==> config.mk <==
export PLATFORM = sky130hd
export DESIGN_NAME = ssr_sensor_ctrl_flat
export DESIGN_NICKNAME = d
export VERILOG_FILES = /design/src/ssr_pkg.sv /design/src/ssr_stream_if.sv /design/src/ssr_sensor_ctrl.sv /design/src/ssr_fifo.sv /design/src/flat_wrapper.sv
export SDC_FILE = /design/constraint.sdc
export NUM_CORES = 1
export LEC_CHECK = 0
export BUFFER_PORTS_ARGS = -buffer_cell sky130_fd_sc_hd__buf_4
export CORE_MARGIN = 8
export CORE_UTILIZATION = 40
export CTS_BUF_LIST = sky130_fd_sc_hd__clkbuf_2
export DETAILED_ROUTE_END_ITERATION = 8
export HOLD_SLACK_MARGIN = 0.1
export PLACE_DENSITY = 0.55
export REMOVE_ABC_BUFFERS = 1
export SLEW_MARGIN = 5
export SYNTH_ARGS = -nofsm -noshare
export SYNTH_HDL_FRONTEND = slang
export SYNTH_SLANG_ARGS = --single-unit
==> constraint.sdc <==
create_clock -name clk_sys_in -period 2.9 [get_ports clk_sys_in]
set_clock_uncertainty 0.1 [all_clocks]
set_input_delay 0.58 -clock clk_sys_in [delete_from_list [all_inputs] [get_ports clk_sys_in]]
set_output_delay 0.58 -clock clk_sys_in [all_outputs]
set_load 0.005 [all_outputs]
==> src/ssr_pkg.sv <==
// Shared constants, types and helpers for the sensor sample requester
package ssr_pkg;
  // Stream widths and buffer depth
  localparam int MASK_W = 16;
  localparam int CHAN_W = 4;
  localparam int DATA_W = 32;
  localparam int FIFO_DEPTH = 8;
  // Fixed-point fraction bits of each variant
  localparam int VOLT_FRAC_BITS = 16;
  localparam int TEMP_FRAC_BITS = 8;
  // Voltage mask: two external inputs, fourteen internal supplies
  localparam logic [MASK_W-1:0] VOLT_EXT_MASK = 16'h0003;
  localparam logic [MASK_W-1:0] VOLT_INT_MASK = 16'hFFFC;
  // Temperature mask: core, transceiver tiles, stacked memory
  localparam logic [MASK_W-1:0] TEMP_CORE_MASK = 16'h0001;
  localparam logic [MASK_W-1:0] TEMP_XCVR_MASK = 16'h007E;
  localparam logic [MASK_W-1:0] TEMP_STACK_MASK = 16'h0180;
  // Data words that flag an unusable temperature or voltage reading
  localparam logic [DATA_W-1:0] TEMP_INVALID = 32'h80000000;
  localparam logic [DATA_W-1:0] VOLT_ERR_VALUE = 32'h00000000;
  // Command valid may stand for this many cycles at most
  localparam logic [1:0] CMD_MAX_HOLD = 2'h3;
  // Cycles the requester holds the controller in reset
  localparam logic [3:0] RELEASE_CYC = 4'h4;
  // Clock and config manager refresh period
  localparam int CLK_PERIOD_PS = 8000;
  localparam int CM_REFRESH_US = 1000;
  localparam int REFRESH_CYC = CM_REFRESH_US * 1000000 / CLK_PERIOD_PS;
  localparam int RSP_TIMEOUT_DEF = 4 * REFRESH_CYC;

  // One response beat as it travels through the buffer
  typedef struct packed {
    logic sop;
    logic eop;
    logic [CHAN_W-1:0] chan;
    logic [DATA_W-1:0] data;
  } ssr_beat_s;
  localparam int BEAT_W = $bits(ssr_beat_s);

  // Lowest set bit of a mask, zero when the mask is empty
  function automatic logic [CHAN_W-1:0] ssr_low_chan(
    input logic [MASK_W-1:0] mask
  );
    logic [CHAN_W-1:0] idx;
    idx = '0;
    for (int i = MASK_W - 1; i >= 0; i--)
    begin
      if (mask[i])
        idx = CHAN_W'(i);
    end
    return idx;
  endfunction : ssr_low_chan
endpackage : ssr_pkg

==> src/ssr_stream_if.sv <==
// Command and response streams between requester and controller
`timescale 1ns/1ps
interface ssr_stream_if;
  import ssr_pkg::*;
  logic ctrl_rstn;              // Controller reset, low active
  logic cmd_valid;              // Sampling request valid
  logic [MASK_W-1:0] cmd_data;  // Channel mask
  logic cmd_ready;              // Controller can take a request
  logic rsp_valid;              // Response beat valid
  logic [CHAN_W-1:0] rsp_channel; // Source channel of beat
  logic [DATA_W-1:0] rsp_data;  // Fixed-point sample
  logic rsp_sop;                // First beat of a request
  logic rsp_eop;                // Last beat of a request
  logic rsp_ready;              // Requester can take a beat

  // Documented controller end
  modport dev (
    input ctrl_rstn, cmd_valid, cmd_data, rsp_ready,
    output cmd_ready, rsp_valid, rsp_channel, rsp_data, rsp_sop, rsp_eop
  );
  // User logic end
  modport req (
    output ctrl_rstn, cmd_valid, cmd_data, rsp_ready,
    input cmd_ready, rsp_valid, rsp_channel, rsp_data, rsp_sop, rsp_eop
  );
endinterface : ssr_stream_if

==> src/ssr_sensor_ctrl.sv <==
// Sensor sample controller: device end of the request/response streams
`timescale 1ns/1ps
module ssr_sensor_ctrl
  import ssr_pkg::*;
#(
  parameter bit TEMP_VARIANT = 1'b0
) (
  input wire logic clk_sys_in,              // System clock, 125 MHz
  input wire logic rstn_in,                 // Synchronous reset, low
  ssr_stream_if.dev link,                   // Request/response streams
  output logic cm_rd_out,                   // Read pulse to config manager
  output logic [CHAN_W-1:0] cm_chan_out,    // Channel to read
  input wire logic cm_rd_done_in,           // Config manager answer pulse
  input wire logic [DATA_W-1:0] cm_rd_data_in, // Latest stored sample
  input wire logic cm_rd_err_in,            // Sample not available
  output logic busy_out                     // A request is in progress
);
  // Controller sequence
  typedef enum logic [2:0] {
    ST_IDLE,
    ST_ISSUE,
    ST_WAIT,
    ST_PUSH,
    ST_DRAIN
  } ssr_ctrl_e;

  // All controller state
  typedef struct packed {
    ssr_ctrl_e st;
    logic [MASK_W-1:0] pend;   // Channels still to read
    logic first;               // Next beat opens the packet
    logic [CHAN_W-1:0] chan;   // Channel being read
    ssr_beat_s beat;           // Beat waiting for buffer room
    logic cm_rd;
    logic cmd_ready;
    logic rsp_valid;
    ssr_beat_s rsp;            // Beat presented on the stream
    logic busy;
  } ssr_ctrl_s;

  // Mask bits that name real channels for this variant
  localparam logic [MASK_W-1:0] VOLT_VALID = VOLT_EXT_MASK | VOLT_INT_MASK;
  localparam logic [MASK_W-1:0] TEMP_VALID =
    TEMP_CORE_MASK | TEMP_XCVR_MASK | TEMP_STACK_MASK;
  localparam logic [MASK_W-1:0] VALID_MASK =
    TEMP_VARIANT ? TEMP_VALID : VOLT_VALID;

  ssr_ctrl_s s_reg;
  ssr_ctrl_s s_next;
  logic fifo_in_ready;
  logic fifo_out_valid;
  logic fifo_out_ready;
  ssr_beat_s fifo_out_beat;
  logic [MASK_W-1:0] cmd_mask;
  logic [MASK_W-1:0] pend_left;

  // Bits outside the variant's channel set are dropped, so a stray bit
  // cannot produce a beat for a channel that does not exist
  assign cmd_mask = link.cmd_data & VALID_MASK;

  // Pending channels once the current one is done
  always_comb
  begin
    pend_left = s_reg.pend;
    pend_left[s_reg.chan] = 1'b0;
  end

  // Output stage refills whenever it is empty or being taken
  assign fifo_out_ready = !s_reg.rsp_valid || link.rsp_ready;

  // Beat buffer between the reads and the response stream; a slow
  // requester fills it and then stalls the reads in ST_PUSH
  ssr_fifo #(
    .WIDTH(BEAT_W),
    .DEPTH(FIFO_DEPTH)
  ) u_beat_fifo (
    .clk_sys_in(clk_sys_in),
    .rstn_in(rstn_in && link.ctrl_rstn),
    .in_valid_in(s_reg.st == ST_PUSH),
    .in_data_in(s_reg.beat),
    .in_ready_out(fifo_in_ready),
    .out_valid_out(fifo_out_valid),
    .out_data_out(fifo_out_beat),
    .out_ready_in(fifo_out_ready)
  );

  // Next-state logic for the sequence and the output stage
  always_comb
  begin
    s_next = s_reg;
    s_next.cm_rd = 1'b0;
    unique case (s_reg.st)
      ST_IDLE:
      begin
        // Requests count only while ready is shown
        if (link.cmd_valid && s_reg.cmd_ready)
        begin
          if (cmd_mask == '0)
          begin
            // Nothing selected: no beats, stay ready
            s_next.cmd_ready = 1'b1;
          end
          else
          begin
            s_next.cmd_ready = 1'b0;
            s_next.pend = cmd_mask;
            s_next.first = 1'b1;
            s_next.st = ST_ISSUE;
          end
        end
      end
      ST_ISSUE:
      begin
        // Lowest pending channel first gives ascending order
        s_next.chan = ssr_low_chan(s_reg.pend);
        s_next.cm_rd = 1'b1;
        s_next.st = ST_WAIT;
      end
      ST_WAIT:
      begin
        // Answer may take any number of cycles; no timeout here,
        // the requester owns recovery by resetting the controller
        if (cm_rd_done_in)
        begin
          s_next.beat.sop = s_reg.first;
          s_next.beat.eop = (pend_left == '0);
          s_next.beat.chan = s_reg.chan;
          if (!cm_rd_err_in)
            s_next.beat.data = cm_rd_data_in;
          else if (TEMP_VARIANT)
            s_next.beat.data = TEMP_INVALID;
          else
            s_next.beat.data = VOLT_ERR_VALUE;
          s_next.pend = pend_left;
          s_next.first = 1'b0;
          s_next.st = ST_PUSH;
        end
      end
      ST_PUSH:
      begin
        // Hold the beat until the buffer has room
        if (fifo_in_ready)
          s_next.st = (s_reg.pend == '0) ? ST_DRAIN : ST_ISSUE;
      end
      ST_DRAIN:
      begin
        // Ready comes back only after the last beat is delivered
        if (s_reg.rsp_valid && link.rsp_ready && s_reg.rsp.eop)
        begin
          s_next.cmd_ready = 1'b1;
          s_next.st = ST_IDLE;
        end
      end
    endcase
    // Registered output stage keeps the stream outputs on flip-flops
    if (fifo_out_ready)
    begin
      s_next.rsp_valid = fifo_out_valid;
      s_next.rsp = fifo_out_beat;
    end
    s_next.busy = (s_next.st != ST_IDLE);
  end

  // State register; the requester's reset line also clears everything
  always_ff @(posedge clk_sys_in)
  begin
    if (!rstn_in || !link.ctrl_rstn)
    begin
      s_reg <= '0;
      s_reg.st <= ST_IDLE;
      s_reg.cmd_ready <= 1'b1;
    end
    else
    begin
      s_reg <= s_next;
    end
  end

  // Stream and config manager outputs straight from state
  assign link.cmd_ready = s_reg.cmd_ready;
  assign link.rsp_valid = s_reg.rsp_valid;
  assign link.rsp_channel = s_reg.rsp.chan;
  assign link.rsp_data = s_reg.rsp.data;
  assign link.rsp_sop = s_reg.rsp.sop;
  assign link.rsp_eop = s_reg.rsp.eop;
  assign cm_rd_out = s_reg.cm_rd;
  assign cm_chan_out = s_reg.chan;
  assign busy_out = s_reg.busy;
endmodule : ssr_sensor_ctrl

==> src/ssr_fifo.sv <==
// Parameterised valid/ready FIFO for response beats
`timescale 1ns/1ps
module ssr_fifo #(
  parameter int WIDTH = 8,
  parameter int DEPTH = 8
) (
  input wire logic clk_sys_in,           // System clock
  input wire logic rstn_in,              // Synchronous reset, low
  input wire logic in_valid_in,          // Write side valid
  input wire logic [WIDTH-1:0] in_data_in, // Write data
  output logic in_ready_out,             // Room for a word
  output logic out_valid_out,            // A word is waiting
  output logic [WIDTH-1:0] out_data_out, // Oldest word
  input wire logic out_ready_in          // Reader takes the word
);
  localparam int AW = $clog2(DEPTH);

  // Whole FIFO state, storage included
  typedef struct packed {
    logic [DEPTH-1:0][WIDTH-1:0] mem;
    logic [AW-1:0] wr;
    logic [AW-1:0] rd;
    logic [AW:0] cnt;
  } ssr_fifo_s;

  ssr_fifo_s s_reg;
  ssr_fifo_s s_next;
  logic push;
  logic pop;

  // Flags come straight from the count so full and empty are exact
  assign in_ready_out = (s_reg.cnt != (AW + 1)'(DEPTH));
  assign out_valid_out = (s_reg.cnt != '0);
  assign out_data_out = s_reg.mem[s_reg.rd];
  assign push = in_valid_in && in_ready_out;
  assign pop = out_valid_out && out_ready_in;

  // Pointer and count update; depth is a power of two so pointers wrap
  always_comb
  begin
    s_next = s_reg;
    if (push)
    begin
      s_next.mem[s_reg.wr] = in_data_in;
      s_next.wr = s_reg.wr + 1'b1;
    end
    if (pop)
      s_next.rd = s_reg.rd + 1'b1;
    if (push && !pop)
      s_next.cnt = s_reg.cnt + 1'b1;
    else if (pop && !push)
      s_next.cnt = s_reg.cnt - 1'b1;
  end

  // State register
  always_ff @(posedge clk_sys_in)
  begin
    if (!rstn_in)
      s_reg <= '0;
    else
      s_reg <= s_next;
  end
endmodule : ssr_fifo

==> src/flat_wrapper.sv <==
// flat-port wrapper written by rule: the top's interface ports become plain ports
module ssr_sensor_ctrl_flat import ssr_pkg::*;
#(
  parameter bit TEMP_VARIANT = 1'b0
)
  (clk_sys_in, rstn_in, cm_rd_out, cm_chan_out, cm_rd_done_in, cm_rd_data_in, cm_rd_err_in, busy_out, link_ctrl_rstn, link_cmd_valid, link_cmd_data, link_rsp_ready, link_cmd_ready, link_rsp_valid, link_rsp_channel, link_rsp_data, link_rsp_sop, link_rsp_eop);
  ssr_stream_if link_i ();
  input wire logic clk_sys_in;
  input wire logic rstn_in;
  output logic cm_rd_out;
  output logic [CHAN_W-1:0] cm_chan_out;
  input wire logic cm_rd_done_in;
  input wire logic [DATA_W-1:0] cm_rd_data_in;
  input wire logic cm_rd_err_in;
  output logic busy_out;
  input wire logic [$bits(link_i.ctrl_rstn)-1:0] link_ctrl_rstn;
  input wire logic [$bits(link_i.cmd_valid)-1:0] link_cmd_valid;
  input wire logic [$bits(link_i.cmd_data)-1:0] link_cmd_data;
  input wire logic [$bits(link_i.rsp_ready)-1:0] link_rsp_ready;
  output wire logic [$bits(link_i.cmd_ready)-1:0] link_cmd_ready;
  output wire logic [$bits(link_i.rsp_valid)-1:0] link_rsp_valid;
  output wire logic [$bits(link_i.rsp_channel)-1:0] link_rsp_channel;
  output wire logic [$bits(link_i.rsp_data)-1:0] link_rsp_data;
  output wire logic [$bits(link_i.rsp_sop)-1:0] link_rsp_sop;
  output wire logic [$bits(link_i.rsp_eop)-1:0] link_rsp_eop;
  assign link_i.ctrl_rstn = link_ctrl_rstn;
  assign link_i.cmd_valid = link_cmd_valid;
  assign link_i.cmd_data = link_cmd_data;
  assign link_i.rsp_ready = link_rsp_ready;
  assign link_cmd_ready = link_i.cmd_ready;
  assign link_rsp_valid = link_i.rsp_valid;
  assign link_rsp_channel = link_i.rsp_channel;
  assign link_rsp_data = link_i.rsp_data;
  assign link_rsp_sop = link_i.rsp_sop;
  assign link_rsp_eop = link_i.rsp_eop;
  ssr_sensor_ctrl #(.TEMP_VARIANT(TEMP_VARIANT)) u_core (.clk_sys_in(clk_sys_in), .rstn_in(rstn_in), .link(link_i), .cm_rd_out(cm_rd_out), .cm_chan_out(cm_chan_out), .cm_rd_done_in(cm_rd_done_in), .cm_rd_data_in(cm_rd_data_in), .cm_rd_err_in(cm_rd_err_in), .busy_out(busy_out));
endmodule
==> metrics <==
FF+latch count, synth=418; Worst Path Required=3730 ps; Synth Flop Type=dfxtp_1; initial antenna violation count=1; class of the worst hold path=input pin to flop; Syn Inst Count=2110; biggest area consumer among synthesized cells=dfxtp_1; Static Leak=6.970 nW; Worst Setup SP=u_core.s_reg[103]$_SDFF_PN0_; warnings from Yosys=0; Clock power frac=0.366; hold_sp=link_cmd_data[14]; number of global-route vias before repair=15.49k; Detail Route Antenna Nets=0; die width=227.4 µm; EDFF count, synth=0; Inst Count DP=2603; first-pass GRT wire length=83350 µm; CTS tree=done; Mapped Area=17880 µm²; CTS buffer count=110; part of the power in combinational logic=0.100; post-synthesis async set-or-reset flop share=0; area grow syn2layout=17.38%; Worst IR Drop VDD=0.2859 mV; setup TNS=0 ps; core area=44120 µm²; vias=15.25k; max-slew violation count=0; DIE AREA=51720 µm²; Largest register FFs=314; Area contributors post-synth=dfxtp_1, nand2_1, a21oi_1, mux4_2, buf_4; Root Buffer=clkbuf_2; Total Routing Usage GR=0.2015; fin cells=2916; Power, Total=11.09 mW; Final setup viols=0; Worst Tran Pin Value=898.4 ps; largest net degree at the start of global routing=117; CP Launch Type=flop; Syn Area/Cell=8.473 µm²; WL/cell=17.86 µm; Pwr per Cell Area=528.5 nW/µm²; Yosys top cell area share=0.4681; post-CTS setup buffer count=0; cell area after layout=20990 µm²; Reg power frac=0.535; CTS clk-pin slew, worst paths=100 ps; maximum capacitance violations=0; # port buffers=100; violation count after the first detailed-routing iteration=1035; critical path peak fanout=23; CTS sink count=418; layout cells sized above 1=0.1825; initial core utilization=0.4052; status=completed; RSZ-0062 raised after global routing=true; Netlist cell types=57; Die Ht=227.4 µm; Worst Setup End Kind=flop; GRT Residual Overflow=0; post-DP HPWL=28510 µm; Cell Area, Placed=18840 µm²; Worst-Skew Late Latency=1000 ps; Max-slew headroom=0.4011; fin nets=2300; origin of the critical flop-to-flop path=u_core.s_reg[103]$_SDFF_PN0_; critical path type=flop to flop; Pre-Repair DR Iteration Count=5; Final period util=0.9681; WP data arrival=3640 ps; sw frac=0.2810; drc violations=0; vias per inst=5.230; placer congestion estimate=0.8351; Achievable Freq=0.3562 GHz; Psw=3.117 mW; Internal Power=7.975 mW; clock buffer depth=3; H-tree Lvls=3; Min Clock Period, post-route=2808 ps; # rows=77; Seq/Total Area, Yosys=0.4681; # IOs=101; Total Wirelength=52090 µm; Fin. Hold Viols=0
==> cells in the mapped netlist (4+ instances only) <==
cell      number
and3_1         4
nor4_1         9
ha_1           5
a21oi_1      379
a31oi_1        7
nand2b_1       4
mux4_2        76
nor2_1        65
nand3_1        9
mux2i_1       40
a211oi_1      40
nand2_1      680
nor2b_1        4
dfxtp_1      418
nand3b_1      34
inv_1          7
buf_4         57
nor3_1         7
buf_1         33
or4_1          4
o21ai_0       21
clkbuf_1      99
xnor2_1        4
and2_1         4
buf_2         52
==> cell usage in the layout, fill, tap and decap left out, types with 3 or more instances in the layout <==
| cell | instances |
|---|---|
| a21boi_0 | 3 |
| xnor2_1 | 4 |
| a31oi_1 | 7 |
| inv_1 | 7 |
| nand2b_1 | 4 |
| mux2i_1 | 40 |
| and2_1 | 4 |
| dlygate4sd3_1 | 116 |
| nand3_1 | 6 |
| nand4_1 | 3 |
| ha_1 | 5 |
| nand2_1 | 677 |
| clkbuf_2 | 173 |
| clkinv_1 | 19 |
| a211oi_1 | 40 |
| dfxtp_1 | 414 |
| dfxtp_4 | 3 |
| and3_2 | 3 |
| o21ai_0 | 21 |
| nand3_2 | 3 |
| buf_4 | 124 |
| nor2_1 | 64 |
| nand2_4 | 3 |
| nand3b_1 | 34 |
| o22ai_1 | 3 |
| mux4_2 | 76 |
| nor4_1 | 8 |
| nor2b_1 | 4 |
| xor2_1 | 3 |
| buf_12 | 21 |
| nor3_1 | 5 |
| or4_1 | 4 |
| a21oi_1 | 379 |
==> power groups by stage <==
| stage | clock, mW | combinational (mW) | sequential (mW) |
|---|---|---|---|
| after floorplan | 0 | 0.649 | 6.05 |
| after global placement | 0 | 1.05 | 6.05 |
| after detailed placement | 0 | 1.04 | 6.06 |
| after CTS | 4.21 | 1.12 | 5.93 |
| after global routing | 4.53 | 1.24 | 5.94 |
| final | 4.05 | 1.11 | 5.93 |
==> final cells by class <==
type / instances / area [µm²]
diodes: 1 / 2.502
clock buffers: 173 / 865.8
clock inverters: 23 / 113.9
fillers: 4345 / 23140
inverters: 8 / 32.53
multi-input cells: 1440 / 8338
flip-flops and latches: 418 / 8381
well taps: 592 / 740.7
repair buffers: 261 / 2512
==> cells by family (layout without fill, tap and decap cells) <==
logic type               after synthesis  in the layout  share of synthesized area
multiplexers                         116            116                     0.1181
other                                  0              1                          0
adder cells (fa/ha/maj)                6              6                   0.004619
AO/OA/AOI/OAI                        470            470                     0.1414
flip-flops                           418            418                     0.4681
AND/OR/NAND/NOR                      841            841                     0.1945
buffers and inverters                252            465                    0.06991
XOR/XNOR                               7              7                   0.003429
==> stage by stage <==
step | utilization | hold WS, ps | worst slack, ps
global placement | 0.4270 | 338.3 | 209.3
CTS | 0.4755 | 140.5 | 113.3
floorplan | - | 332.3 | -5067
finish | 0.4756 | 284.1 | 92.46
detailed placement | 0.4270 | 343.1 | 151.4
global route | 0.4756 | 221.0 | -50.82
==> repair_timing <==
action | CTS | global route
hold buffers | 116 | 0
endpoints found under the setup margin | 0 | 13
hold endpoints to repair | 80 | 0
gates resized for setup | 0 | 1
==> worst max-delay path, stage by stage (launching register included) <==
cell and delay [ps]:
dfxtp_1 390, nor2_1 210, and3_2 270, buf_4 320, nand3b_1 150, dlygate4sd3_1 590, a21oi_1 140, dlygate4sd3_1 550
==> path summary, 6_finish.rpt <==
path	end	slack (ps)	cells after the start
min	u_core.s_reg[99]$_SDFFE_PN0P_	280	4
max reg2reg	u_core.s_reg[45]$_SDFFE_PN0P_	90	7
max	u_core.s_reg[45]$_SDFFE_PN0P_	90	7
min reg2reg	u_core.u_beat_fifo.s_reg[128]$_SDFFE_PN0P_	350	2
==> routing by layer <==
layer / global-route usage / wire length [µm] / vias up
li1: - / - / 7412
met1: 0.2528 / 22540 / 7289
met2: 0.3419 / 25240 / 465
met3: 0.03800 / 3224 / 86
met4: 0.07492 / 1087 / 0
met5: 0 / 0 / -
Note: power is estimated with default switching activity, not from simulation.
